==> src/logic/cpw_pkg.sv <==
// package: register map, field layout, reset values and modes of the pwm unit
package cpw_pkg;

    // register offsets on the 3-bit register port
    localparam logic [2:0] OFS_UNIT_CONTROL = 3'h0;
    localparam logic [2:0] OFS_CAPTURE_SOURCE_SELECT = 3'h1;
    localparam logic [2:0] OFS_DUTY_LOW = 3'h2;
    localparam logic [2:0] OFS_DUTY_HIGH = 3'h3;
    localparam logic [2:0] OFS_PERIOD_LIMIT = 3'h4;
    localparam logic [2:0] OFS_TIMER_CONTROL = 3'h5;
    localparam logic [2:0] OFS_TIMER_COUNT = 3'h6;
    localparam logic [2:0] OFS_STATUS = 3'h7;

    // unit_control fields
    localparam int CTL_ENABLE_BIT = 7;
    localparam int CTL_OUTPUT_LEVEL_BIT = 5;
    localparam int CTL_ALIGN_BIT = 4;
    localparam int CTL_MODE_LSB = 0;

    // timer_control fields
    localparam int TCN_PIN_DRIVE_BIT = 7;
    localparam int TCN_TIMER_ON_BIT = 2;
    localparam int TCN_PRESCALE_LSB = 0;

    // status fields
    localparam int STA_EVENT_BIT = 0;
    localparam int STA_RES_LSB = 4;

    // reset values
    localparam logic [7:0] RST_UNIT_CONTROL = 8'h00;
    localparam logic [3:0] RST_CAPTURE_SOURCE = 4'h0;
    localparam logic [7:0] RST_DUTY_LOW = 8'h00;
    localparam logic [7:0] RST_DUTY_HIGH = 8'h00;
    localparam logic [7:0] RST_PERIOD_LIMIT = 8'hFF;
    localparam logic [7:0] RST_TIMER_CONTROL = 8'h00;

    // prescale codes and the last prescaler count of each
    localparam logic [1:0] PRE_1 = 2'h0;
    localparam logic [1:0] PRE_4 = 2'h1;
    localparam logic [1:0] PRE_16 = 2'h2;
    localparam logic [1:0] PRE_64 = 2'h3;
    localparam logic [5:0] PRE_LAST_1 = 6'h00;
    localparam logic [5:0] PRE_LAST_4 = 6'h03;
    localparam logic [5:0] PRE_LAST_16 = 6'h0F;
    localparam logic [5:0] PRE_LAST_64 = 6'h3F;
    localparam logic [1:0] PHASE_LAST = 2'h3;

    // unit modes
    typedef enum logic [3:0] {
        MODE_OFF = 4'b0000,
        MODE_CMP_TOGGLE_CLR = 4'b0001,
        MODE_CMP_TOGGLE = 4'b0010,
        MODE_CAP_FALL = 4'b0011,
        MODE_CAP_EDGE = 4'b0100,
        MODE_CAP_RISE = 4'b0101,
        MODE_CAP_RISE4 = 4'b0110,
        MODE_CAP_RISE16 = 4'b0111,
        MODE_CMP_SET = 4'b1000,
        MODE_CMP_CLEAR = 4'b1001,
        MODE_CMP_PULSE = 4'b1010,
        MODE_CMP_PULSE_CLR = 4'b1011,
        MODE_RSV_C = 4'b1100,
        MODE_RSV_D = 4'b1101,
        MODE_RSV_E = 4'b1110,
        MODE_PWM = 4'b1111
    } cpw_mode_t;

endpackage

==> src/logic/cpw_tb_if.sv <==
// interface: time base and period start from the timer to the duty comparator
`timescale 1ns/1ps
interface cpw_tb_if;
    logic [9:0] time_base;
    logic period_start;

    modport src (
        output time_base,
        output period_start
    );
    modport dst (
        input time_base,
        input period_start
    );
endinterface

==> src/logic/cpw_duty.sv <==
// double-buffered duty latch, time base compare and output latch
`timescale 1ns/1ps
module cpw_duty (
    // clock and reset
    input wire logic clk,
    input wire logic rst_n,
    // control
    input wire logic active,
    input wire logic sleep,
    input wire logic [9:0] duty_value,
    cpw_tb_if.dst tb,
    // results
    output logic level,
    output logic clear_event
);
    logic [9:0] buf_q;
    logic level_q;

    wire hit = (tb.time_base == buf_q);
    wire clear_now = active && !sleep && !tb.period_start && hit && level_q;

    // active copy changes only at the period start
    always_ff @(posedge clk) begin
        if (!rst_n) begin
            buf_q <= 10'h000;
        end else if (active && !sleep && tb.period_start) begin
            buf_q <= duty_value;
        end
    end

    always_ff @(posedge clk) begin
        if (!rst_n) begin
            level_q <= 1'b0;
        end else if (!active) begin
            level_q <= 1'b0;
        end else if (sleep) begin
            level_q <= level_q;
        end else if (tb.period_start) begin
            level_q <= (duty_value != 10'h000);
        end else if (clear_now) begin
            level_q <= 1'b0;
        end
    end

    assign level = level_q;
    assign clear_event = clear_now;
endmodule

==> src/logic/cpw_pwm.sv <==
// top of the pwm unit: register port, timer, duty compare and pin drive
//
// How it works
// - duty held double buffered, no glitches
// - time base is timer count plus two bits
// - 1:1 prescale uses clock phase, else prescaler
// - time base equal to duty clears pin
// - resolution is log2 of 4(limit+1)
// - duty beyond period leaves pin unchanged
// - sleep freezes timer and module, pin held
// - after sleep timer resumes from held count
// - output frequency follows system clock
// - reset makes pin input, registers reset
// - period wrap clears timer, sets pin unless duty is zero, loads
// - duty writes take effect after period match
// - alignment bit selects right or left layout
// - capture select upper nibble reads zero
`timescale 1ns/1ps
module cpw_pwm (
    // clock and reset
    input wire logic CLK,
    input wire logic RST_N,
    // register port
    input wire logic [2:0] ADDR,
    input wire logic [7:0] WDATA,
    input wire logic WR,
    input wire logic RD,
    output logic [7:0] RDATA,
    // power state
    input wire logic SLEEP,
    // waveform pin
    output logic WAVE_OUT,
    output logic WAVE_OE,
    // unit event
    output logic UNIT_EVENT
);

    // duty value from the register pair under the alignment bit
    function automatic logic [9:0] duty_of(
        input logic fmt,
        input logic [7:0] hi,
        input logic [7:0] lo
    );
        begin
            if (fmt) begin
                duty_of = {hi, lo[7:6]};
            end else begin
                duty_of = {hi[1:0], lo};
            end
        end
    endfunction

    // whole bits of resolution for a period limit
    function automatic logic [3:0] res_bits(input logic [7:0] lim);
        logic [8:0] n;
        logic [3:0] r;
        begin
            n = {1'b0, lim} + 9'h001;
            r = 4'h2;
            for (int i = 1; i < 9; i++) begin
                if (n >= (9'h001 << i)) begin
                    r = 4'(i + 2);
                end
            end
            res_bits = r;
        end
    endfunction

    // register state
    logic enable_q;
    logic align_q;
    cpw_pkg::cpw_mode_t mode_q;
    logic [3:0] cts_q;
    logic [7:0] duty_low_q;
    logic [7:0] duty_high_q;
    logic [7:0] period_limit_q;
    logic pin_drive_q;
    logic timer_on_q;
    logic [1:0] prescale_q;
    logic event_flag_q;
    logic [7:0] rdata_q;

    // links to the sub-blocks
    logic [7:0] period_timer_count;
    logic level;
    logic clear_event;
    cpw_tb_if tbus ();

    // write decode
    wire wr_ctl = WR && (ADDR == cpw_pkg::OFS_UNIT_CONTROL);
    wire wr_cts = WR && (ADDR == cpw_pkg::OFS_CAPTURE_SOURCE_SELECT);
    wire wr_dlo = WR && (ADDR == cpw_pkg::OFS_DUTY_LOW);
    wire wr_dhi = WR && (ADDR == cpw_pkg::OFS_DUTY_HIGH);
    wire wr_lim = WR && (ADDR == cpw_pkg::OFS_PERIOD_LIMIT);
    wire wr_tcn = WR && (ADDR == cpw_pkg::OFS_TIMER_CONTROL);
    wire wr_sta = WR && (ADDR == cpw_pkg::OFS_STATUS);

    // operating conditions
    wire is_pwm = (mode_q == cpw_pkg::MODE_PWM);
    wire active = enable_q && is_pwm;
    wire timer_run = timer_on_q && enable_q;
    wire [9:0] duty_value = duty_of(align_q, duty_high_q, duty_low_q);
    wire unit_event = clear_event;
    wire [3:0] resolution = res_bits(period_limit_q);

    // read views of each register
    wire [7:0] rd_ctl = {
        enable_q, 1'b0, level, align_q, mode_q
    };
    wire [7:0] rd_cts = {4'h0, cts_q};
    wire [7:0] rd_tcn = {
        pin_drive_q, 4'h0, timer_on_q, prescale_q
    };
    wire [7:0] rd_sta = {resolution, 3'h0, event_flag_q};
    wire [7:0] rd_mux =
        (ADDR == cpw_pkg::OFS_UNIT_CONTROL) ? rd_ctl :
        (ADDR == cpw_pkg::OFS_CAPTURE_SOURCE_SELECT) ? rd_cts :
        (ADDR == cpw_pkg::OFS_DUTY_LOW) ? duty_low_q :
        (ADDR == cpw_pkg::OFS_DUTY_HIGH) ? duty_high_q :
        (ADDR == cpw_pkg::OFS_PERIOD_LIMIT) ? period_limit_q :
        (ADDR == cpw_pkg::OFS_TIMER_CONTROL) ? rd_tcn :
        (ADDR == cpw_pkg::OFS_TIMER_COUNT) ? period_timer_count :
        rd_sta;

    // unit control
    always_ff @(posedge CLK) begin
        if (!RST_N) begin
            enable_q <= cpw_pkg::RST_UNIT_CONTROL[cpw_pkg::CTL_ENABLE_BIT];
            align_q <= cpw_pkg::RST_UNIT_CONTROL[cpw_pkg::CTL_ALIGN_BIT];
            mode_q <= cpw_pkg::MODE_OFF;
        end else if (wr_ctl) begin
            enable_q <= WDATA[cpw_pkg::CTL_ENABLE_BIT];
            align_q <= WDATA[cpw_pkg::CTL_ALIGN_BIT];
            mode_q <= cpw_pkg::cpw_mode_t'(WDATA[3:0]);
        end
    end

    // capture source select, low nibble only
    always_ff @(posedge CLK) begin
        if (!RST_N) begin
            cts_q <= cpw_pkg::RST_CAPTURE_SOURCE;
        end else if (wr_cts) begin
            cts_q <= WDATA[3:0];
        end
    end

    // duty register pair, writable at any time
    always_ff @(posedge CLK) begin
        if (!RST_N) begin
            duty_low_q <= cpw_pkg::RST_DUTY_LOW;
        end else if (wr_dlo) begin
            duty_low_q <= WDATA;
        end
    end

    always_ff @(posedge CLK) begin
        if (!RST_N) begin
            duty_high_q <= cpw_pkg::RST_DUTY_HIGH;
        end else if (wr_dhi) begin
            duty_high_q <= WDATA;
        end
    end

    // period limit
    always_ff @(posedge CLK) begin
        if (!RST_N) begin
            period_limit_q <= cpw_pkg::RST_PERIOD_LIMIT;
        end else if (wr_lim) begin
            period_limit_q <= WDATA;
        end
    end

    // timer control and pin direction
    always_ff @(posedge CLK) begin
        if (!RST_N) begin
            pin_drive_q <= 1'b0;
            timer_on_q <= 1'b0;
            prescale_q <= cpw_pkg::PRE_1;
        end else if (wr_tcn) begin
            pin_drive_q <= WDATA[cpw_pkg::TCN_PIN_DRIVE_BIT];
            timer_on_q <= WDATA[cpw_pkg::TCN_TIMER_ON_BIT];
            prescale_q <= WDATA[1:0];
        end
    end

    // event flag: set wins over a write-one clear
    always_ff @(posedge CLK) begin
        if (!RST_N) begin
            event_flag_q <= 1'b0;
        end else if (unit_event) begin
            event_flag_q <= 1'b1;
        end else if (wr_sta && WDATA[cpw_pkg::STA_EVENT_BIT]) begin
            event_flag_q <= 1'b0;
        end
    end

    // read data stand only in the cycle after the strobe
    always_ff @(posedge CLK) begin
        if (!RST_N) begin
            rdata_q <= 8'h00;
        end else if (RD) begin
            rdata_q <= rd_mux;
        end else begin
            rdata_q <= 8'h00;
        end
    end

    cpw_timebase u_timebase (
        .clk(CLK),
        .rst_n(RST_N),
        .sleep(SLEEP),
        .timer_on(timer_run),
        .prescale(prescale_q),
        .period_limit(period_limit_q),
        .period_timer_count(period_timer_count),
        .tb(tbus.src)
    );

    cpw_duty u_duty (
        .clk(CLK),
        .rst_n(RST_N),
        .active(active),
        .sleep(SLEEP),
        .duty_value(duty_value),
        .tb(tbus.dst),
        .level(level),
        .clear_event(clear_event)
    );

    assign RDATA = rdata_q;
    assign WAVE_OUT = level;
    assign WAVE_OE = pin_drive_q;
    assign UNIT_EVENT = unit_event;
endmodule

==> src/logic/cpw_timebase.sv <==
// period timer with prescaler and 10-bit time base
`timescale 1ns/1ps
module cpw_timebase (
    // clock and reset
    input wire logic clk,
    input wire logic rst_n,
    // control
    input wire logic sleep,
    input wire logic timer_on,
    input wire logic [1:0] prescale,
    input wire logic [7:0] period_limit,
    // state
    output logic [7:0] period_timer_count,
    cpw_tb_if.src tb
);
    logic [1:0] phase_q;
    logic [5:0] pre_q;
    logic [7:0] count_q;
    logic start_q;

    wire quarter = timer_on && !sleep && (phase_q == cpw_pkg::PHASE_LAST);
    wire [5:0] pre_last =
        (prescale == cpw_pkg::PRE_1) ? cpw_pkg::PRE_LAST_1 :
        (prescale == cpw_pkg::PRE_4) ? cpw_pkg::PRE_LAST_4 :
        (prescale == cpw_pkg::PRE_16) ? cpw_pkg::PRE_LAST_16 :
        cpw_pkg::PRE_LAST_64;
    wire tick = quarter && (pre_q == pre_last);
    wire wrap = tick && (count_q == period_limit);
    // low bits: clock phase at 1:1, else the prescaler position
    wire [1:0] low_bits =
        (prescale == cpw_pkg::PRE_1) ? phase_q :
        (prescale == cpw_pkg::PRE_4) ? pre_q[1:0] :
        (prescale == cpw_pkg::PRE_16) ? pre_q[3:2] :
        pre_q[5:4];

    // phase follows the system clock, so the period scales with it
    always_ff @(posedge clk) begin
        if (!rst_n) begin
            phase_q <= 2'h0;
        end else if (!sleep) begin
            phase_q <= phase_q + 2'h1;
        end
    end

    always_ff @(posedge clk) begin
        if (!rst_n) begin
            pre_q <= 6'h00;
        end else if (tick) begin
            pre_q <= 6'h00;
        end else if (quarter) begin
            pre_q <= pre_q + 6'h01;
        end
    end

    // count holds through sleep and resumes where it stopped
    always_ff @(posedge clk) begin
        if (!rst_n) begin
            count_q <= 8'h00;
        end else if (wrap) begin
            count_q <= 8'h00;
        end else if (tick) begin
            count_q <= count_q + 8'h01;
        end
    end

    always_ff @(posedge clk) begin
        if (!rst_n) begin
            start_q <= 1'b0;
        end else if (!sleep) begin
            start_q <= wrap;
        end
    end

    assign tb.time_base = {count_q, low_bits};
    assign tb.period_start = start_q;
    assign period_timer_count = count_q;
endmodule

==> config.mk <==
export PLATFORM = sky130hd
export DESIGN_NAME = cpw_pwm
export DESIGN_NICKNAME = d
export VERILOG_FILES = /design/src/logic/cpw_pkg.sv /design/src/logic/cpw_tb_if.sv /design/src/logic/cpw_duty.sv /design/src/logic/cpw_pwm.sv /design/src/logic/cpw_timebase.sv
export SDC_FILE = /design/constraint.sdc
export NUM_CORES = 1
export LEC_CHECK = 0
export BUFFER_PORTS_ARGS = -buffer_cell sky130_fd_sc_hd__buf_4
export CORE_UTILIZATION = 50
export DETAILED_ROUTE_END_ITERATION = 7
export PLACE_DENSITY = 0.72
export SLEW_MARGIN = 20
export SYNTH_ARGS = -nofsm -noshare
export SYNTH_HDL_FRONTEND = slang
export SYNTH_HIERARCHICAL = 1
export SYNTH_SLANG_ARGS = --single-unit
==> constraint.sdc <==
create_clock -name CLK -period 2.2 [get_ports CLK]
set_input_delay 0.44 -clock CLK [delete_from_list [all_inputs] [get_ports CLK]]
set_output_delay 0.44 -clock CLK [all_outputs]
set_load 0.05 [all_outputs]
Word-level counts from Yosys, hierarchy flattened
Index checks and enable logic that the tools add are counted.
W data, S select, Z words.
{ "word_totals": {"in_bits": 16, "ff_bits": 75} }
{ "op_classes": {"reduce_logical": 32, "bitwise_logic": 3, "mux": 26, "n_addsub": 4, "eq_ne": 14, "n_lt_le_gt_ge": 8} }
{ "ops": {"columns": ["cell", "count"], "rows": [
  ["$mux W8", 7],
  ["$mux W4", 7],
  ["$logic_and A1 B1 Y1", 19],
  ["$mux W6", 3],
  ["$eq A3 B3 Y1 const B", 4],
  ["$eq A10 B10 Y1", 1],
  ["$mux W10", 1],
  ["$reduce_bool A10 Y1", 1],
  ["$add A8 B1 Y9 const B", 1],
  ["$ge A9 B2 Y1 const B", 1],
  ["$ge A9 B3 Y1 const B", 1],
  ["$ge A9 B4 Y1 const B", 1],
  ["$ge A9 B5 Y1 const B", 1],
  ["$ge A9 B6 Y1 const B", 1],
  ["$ge A9 B7 Y1 const B", 1],
  ["$ge A9 B8 Y1 const B", 1],
  ["$ge A9 B9 Y1 const B", 1],
  ["$add A8 B1 Y8 const B", 1],
  ["$eq A8 B8 Y1", 1],
  ["$add A6 B1 Y6 const B", 1],
  ["$eq A3 B2 Y1 const B", 2],
  ["$eq A6 B6 Y1", 1],
  ["$mux W2", 3],
  ["$reduce_and A2 Y1", 3],
  ["13 further kinds", 23]
]} }

Longest topological paths before layout
{ "logic_depth": {"word_depth": 17, "depth_mapped": 8, "mapped_depth_nobuf": 7} }

By module
The synthesis kept the hierarchy.
{ "modules_own_cells": {"columns": ["module", "seq_area_each_um2", "cells_each", "area_each_um2", "n_inst"], "rows": [
  ["cpw_pwm", 940.9, 331, 2815.2, 1],
  ["cpw_timebase", 340.3, 109, 1057.3, 1],
  ["cpw_duty", 220.2, 59, 574.3, 1]
]} }

Worst setup path before layout
OpenSTA, ideal clock, no wires.
{ "synth_timing": {"path_type": "reg-to-output", "from": "reg prescale_q[0]", "to": "out UNIT_EVENT", "stages_incl_launch_ff": 5, "required_ps": 1760, "t_arrival_ps": 2201, "slack_ps": -441, "n_path_buf": 0, "cell_sequence": "dfxtp_1 -> mux4_1 -> xnor2_1 -> nand4_1 -> nor4_2"} }
{ "synth_via": {"elab_chain_len": 7} }
{ "synth_rtl": {"columns": ["element", "line_no", "source"], "rows": [
  ["from (decl)", "cpw_pwm.sv:79", "logic [1:0] prescale_q;"],
  ["from (signal assigned)", "cpw_pwm.sv:178", "prescale_q <= cpw_pkg::PRE_1;"],
  ["from (signal assigned)", "cpw_pwm.sv:182", "prescale_q <= WDATA[1:0];"],
  ["$eq A2 B2 Y1", "cpw_timebase.sv:33", "(prescale == cpw_pkg::PRE_16) ? pre_q[3:2] :"],
  ["$mux W2", "cpw_timebase.sv:33", null],
  ["$mux W2", "cpw_timebase.sv:32", "(prescale == cpw_pkg::PRE_4) ? pre_q[1:0] :"],
  ["$mux W2 (*)", "cpw_timebase.sv:31", "(prescale == cpw_pkg::PRE_1) ? phase_q :"],
  ["named net tbus.time_base[0]", "cpw_tb_if.sv:4", "logic [9:0] time_base;"],
  ["$eq A10 B10 Y1 (*)", "cpw_duty.sv:19", "wire hit = (tb.time_base == buf_q);"],
  ["$logic_and A1 B1 Y1 (*) (2 in a row)", "cpw_duty.sv:20", "wire clear_now = active && !sleep && !tb.period_start && hit && level_q;"],
  ["to (decl)", "cpw_pwm.sv:35", "output logic UNIT_EVENT"]
]} }
Mark *: on every way through the listed nets, which the timed path passes. The rest lies on a longest branch.

Final worst setup path
Same ends and word-level chain as after synthesis.

==> impl_results.html <==
<table>
<tr><th>Metric</th><th>Value</th></tr>
<tr><th colspan="2">Finish</th></tr>
<tr><td>Post-Route Utilization</td><td>0.572</td></tr>
<tr><td>Fraction of layout instances using a drive strength above 1</td><td>0.212</td></tr>
<tr><td>Count of inserted antenna diode cells</td><td>0</td></tr>
<tr><td>Most frequent standard cell in the layout excluding fill and tap cells</td><td>sky130_fd_sc_hd__dfxtp_1</td></tr>
<tr><td>Fin nets</td><td>550</td></tr>
<tr><td>Area growth, synth to finish</td><td>11.5%</td></tr>
<tr><td>Most used cells in the layout excluding fill and tap cells</td><td>sky130_fd_sc_hd__dfxtp_1, sky130_fd_sc_hd__nand2_1, sky130_fd_sc_hd__buf_4, sky130_fd_sc_hd__nor2_1, sky130_fd_sc_hd__nor2b_1</td></tr>
<tr><th colspan="2">Route</th></tr>
<tr><td>Total iterations of the first detailed-routing run</td><td>5</td></tr>
<tr><td>Post-detailed-route count of antenna-violating nets</td><td>0</td></tr>
<tr><td>Average wire per standard cell</td><td>17.7 um</td></tr>
<tr><td>Total length of routed wires</td><td>11400 um</td></tr>
<tr><td>Total number of vias</td><td>3719</td></tr>
<tr><td>Number of DRC markers in iteration 0</td><td>311</td></tr>
<tr><td>Number of vias per cell</td><td>5.79</td></tr>
<tr><td>Number of remaining DRC errors</td><td>0</td></tr>
<tr><th colspan="2">Placed design</th></tr>
<tr><td>Total of buffers placed on input and output ports</td><td>26</td></tr>
<tr><td>HPWL after DPL</td><td>8240 um</td></tr>
<tr><td>Worst setup timing slack at the placement stage</td><td>0.0111 ns</td></tr>
<tr><td>Final estimated routing congestion in global placement</td><td>0.920</td></tr>
<tr><th colspan="2">STA</th></tr>
<tr><td>PnR worst setup slack</td><td>-0.194 ns</td></tr>
<tr><td>Final Max Slew Viols</td><td>0</td></tr>
<tr><td>Part of the cycle the worst path needs</td><td>1.09</td></tr>
<tr><td>Final number of hold-violating endpoints</td><td>0</td></tr>
<tr><td>Tightest hold margin</td><td>0.364 ns</td></tr>
<tr><td>Worst Clk Skew</td><td>0.0146 ns</td></tr>
<tr><td>Final-report setup violation count</td><td>1</td></tr>
<tr><td>Slew @ Worst Pin</td><td>0.622 ns</td></tr>
<tr><td>Achievable clock frequency</td><td>418 MHz</td></tr>
<tr><td>Unrepaired setup endpoints after global routing</td><td>true</td></tr>
<tr><td>Relative slew slack</td><td>0.584</td></tr>
<tr><td>Time the final worst path needs with I/O delays and setup</td><td>2.39 ns</td></tr>
<tr><th colspan="2">Global routing</th></tr>
<tr><td>Antenna violations before repair</td><td>0</td></tr>
<tr><td>Wire length of the first global-routing pass</td><td>17800 um</td></tr>
<tr><td>Largest net degree at the start of global routing</td><td>48</td></tr>
<tr><td>Via count of the first global-routing pass</td><td>3390</td></tr>
<tr><td>Total global routing track utilization</td><td>0.258</td></tr>
<tr><td>GRT Residual Overflow</td><td>0</td></tr>
<tr><th colspan="2">Clocking</th></tr>
<tr><td>CTS tree</td><td>built</td></tr>
<tr><td>Clock Pin Slew Worst Setup and Hold Paths</td><td>0.08 ns</td></tr>
<tr><td>Clock network latency to the later pin of the worst-skew pair</td><td>0.34 ns</td></tr>
<tr><td>H-tree level count</td><td>3</td></tr>
<tr><td>TritonCTS buffer count</td><td>9</td></tr>
<tr><td>TritonCTS sink count</td><td>75</td></tr>
<tr><td>Cell at the root of the clock tree</td><td>sky130_fd_sc_hd__clkbuf_8</td></tr>
<tr><td>Bufs on Longest Clock Path</td><td>2</td></tr>
<tr><td>Hold_buf cts</td><td>0</td></tr>
<tr><th colspan="2">Floorplanning</th></tr>
<tr><td>Ports</td><td>27</td></tr>
<tr><td>Horiz. Die Dim</td><td>96.3 um</td></tr>
<tr><td>Die ar.</td><td>0.00927 mm^2</td></tr>
<tr><td>Placeable core area</td><td>0.00868 mm^2</td></tr>
<tr><td>Rows</td><td>34</td></tr>
<tr><td>Die height</td><td>96.3 um</td></tr>
<tr><td>Initial core utilization</td><td>0.512</td></tr>
<tr><th colspan="2">Logic synthesis</th></tr>
<tr><td>Portion of the post-synthesis area used by sequential elements</td><td>0.338</td></tr>
<tr><td>Synthesized instance count</td><td>499</td></tr>
<tr><td>Total number of yosys warnings</td><td>6</td></tr>
<tr><td>Top FF cell, synth</td><td>sky130_fd_sc_hd__dfxtp_1</td></tr>
<tr><td>Count of state elements after synthesis</td><td>75</td></tr>
<tr><td>Post-Synthesis Net Count</td><td>520</td></tr>
<tr><td>Synthesized cell area</td><td>0.00445 mm^2</td></tr>
<tr><td>Avg Inst Size Synth</td><td>8.91 um^2</td></tr>
<tr><td>Count of distinct cell types in the synthesized netlist</td><td>71</td></tr>
<tr><td>Async SR Flop Fraction</td><td>0</td></tr>
<tr><td>Number of synthesized flops with an enable pin</td><td>0</td></tr>
<tr><th colspan="2">Critical path</th></tr>
<tr><td>Critical path peak fanout</td><td>3</td></tr>
<tr><td>Crit-path cells</td><td>mux4_2, xnor2_2, nand4_1, nor4_4, buf_6</td></tr>
<tr><td>Capturing element type of the critical path</td><td>output pin</td></tr>
<tr><td>Startpoint kind of the worst setup timing path</td><td>flop</td></tr>
<tr><td>Arrival time at the worst endpoint</td><td>1.95 ns</td></tr>
<tr><td>Largest incremental delay on the critical path</td><td>0.52 ns</td></tr>
<tr><td>Cell family with most CP delay</td><td>multiplexers</td></tr>
<tr><td>Bufs and invs on worst path</td><td>1</td></tr>
<tr><td>Critical setup path kind</td><td>reg -&gt; out</td></tr>
<tr><td>Worst path required time</td><td>1.76 ns</td></tr>
<tr><td>Slowest-stage cell, CP</td><td>sky130_fd_sc_hd__mux4_2</td></tr>
<tr><th colspan="2">Power</th></tr>
<tr><td>Ratio of total power to cell area</td><td>558 mW/mm^2</td></tr>
<tr><td>Worst-case vdd ir drop</td><td>0.427 mV</td></tr>
<tr><td>Static power due to leakage</td><td>1.95 nW</td></tr>
<tr><th colspan="2">Hold path</th></tr>
<tr><td>Hold crit path type</td><td>in -&gt; reg</td></tr>
<tr><th colspan="2">Status</th></tr>
<tr><td>Violated checks</td><td>negative setup slack</td></tr>
<tr><td>Result of the run</td><td>finished with violations</td></tr>
<tr><th colspan="2">Run</th></tr>
<tr><td>Maximum Capacitance Violations</td><td>0</td></tr>
</table>
==> cells by family after synthesis <==
logic type                 after synthesis  synth area share
and+or+nand+nor                        210             0.249
AOI/OAI and AO/OA                       86             0.142
DFF                                     75             0.338
muxes                                   51             0.132
buffers and inverters                   41            0.0650
xor gates and xnor gates                31            0.0611
adders and majority gates                5            0.0141
==> layout make-up <==
cell class | instances | area (um^2)
Fill cell | 809 | 3720
Multi-Input combinational cell | 383 | 2700
Sequential cell | 75 | 1510
Timing Repair Buffer | 55 | 417
Tap cell | 108 | 135
Clock buffer | 9 | 124
Clock inverter | 7 | 57.6
Inverter | 5 | 18.8
==> worst paths after layout <==
| check | start | endpoint | slack (ns) | depth (start not counted) |
|---|---|---|---|---|
| worst min register to register | duty_high_q[7] | duty_high_q[7] | 0.48 | 2 |
| worst min-delay path | WDATA[6] | period_limit_q[6] | 0.36 | 3 |
| worst max-delay path | prescale_q[0] | UNIT_EVENT | -0.19 | 5 |
| worst max register to register | prescale_q[0] | u_timebase/period_timer_count[7] | 0.17 | 7 |
==> worst min-delay path, stage by stage <==
cell                      delay (ns)
sky130_fd_sc_hd__buf_4          0.11
sky130_fd_sc_hd__nand2_1        0.05
sky130_fd_sc_hd__nand3_1        0.07
==> state kept, by name, indices dropped and copies added, names as in the netlist, 2 cells and up <==
| name | flops |
|---|---|
| RDATA | 8 |
| cts_q | 4 |
| duty_high_q | 8 |
| duty_low_q | 8 |
| mode_q | 4 |
| period_limit_q | 8 |
| prescale_q | 2 |
| u_duty/buf_q | 10 |
| u_timebase/period_timer_count | 8 |
| u_timebase/phase_q | 2 |
| u_timebase/pre_q | 6 |
==> metrics by stage <==
stage | total power, mW | setup TNS (ns) | instance area [um^2] | std cells
finish | 2.77 | -0.194 | 4960 | 642
global route | 2.88 | -0.313 | 4960 | 642
CTS | 2.77 | -0.197 | 4920 | 642
detailed placement | 1.79 | 0 | 4710 | 624
global placement | 1.78 | 0 | 4710 | 624
floorplan | 1.70 | -0.105 | 4450 | 499
==> cells in the mapped netlist (all sizes together), types with 6 or more instances <==
master	instances	share of area
mux2	14	0.035
a21oi	14	0.017
nand4	13	0.020
xor2	7	0.014
buf	27	0.046
nand2b	8	0.011
nand3	18	0.020
mux2i	33	0.074
nand2	66	0.057
o31ai	6	0.015
dfxtp	75	0.34
clkbuf	9	0.014
nor3	6	0.0093
nor2b	34	0.048
o21ai	17	0.019
xnor2	24	0.047
a21boi	16	0.027
and2	6	0.0087
nor2	35	0.031
==> report_power, final <==
group | internal [mW] | total [mW] | switching (mW)
sequential | 1.38 | 1.41 | 0.0280
clock | 0.430 | 0.995 | 0.565
combinational | 0.153 | 0.362 | 0.209
total | 1.96 | 2.77 | 0.802
==> routing by layer <==
layer | vias to the layer above | wire (um) | GRT usage
li1 | 1820 | - | -
met1 | 1740 | 5050 | 0.352
met2 | 144 | 5370 | 0.411
met3 | 15 | 791 | 0.0482
met4 | 0 | 151 | 0.0809
met5 | - | 0 | 0
==> repair_timing <==
item                       CTS  global route
gates resized for setup      2             5
setup endpoints to repair    1             3
buffers inserted             2             0
gates cloned                 0             0
pin swaps                    2             0
Power figures use the tool's default switching activity.
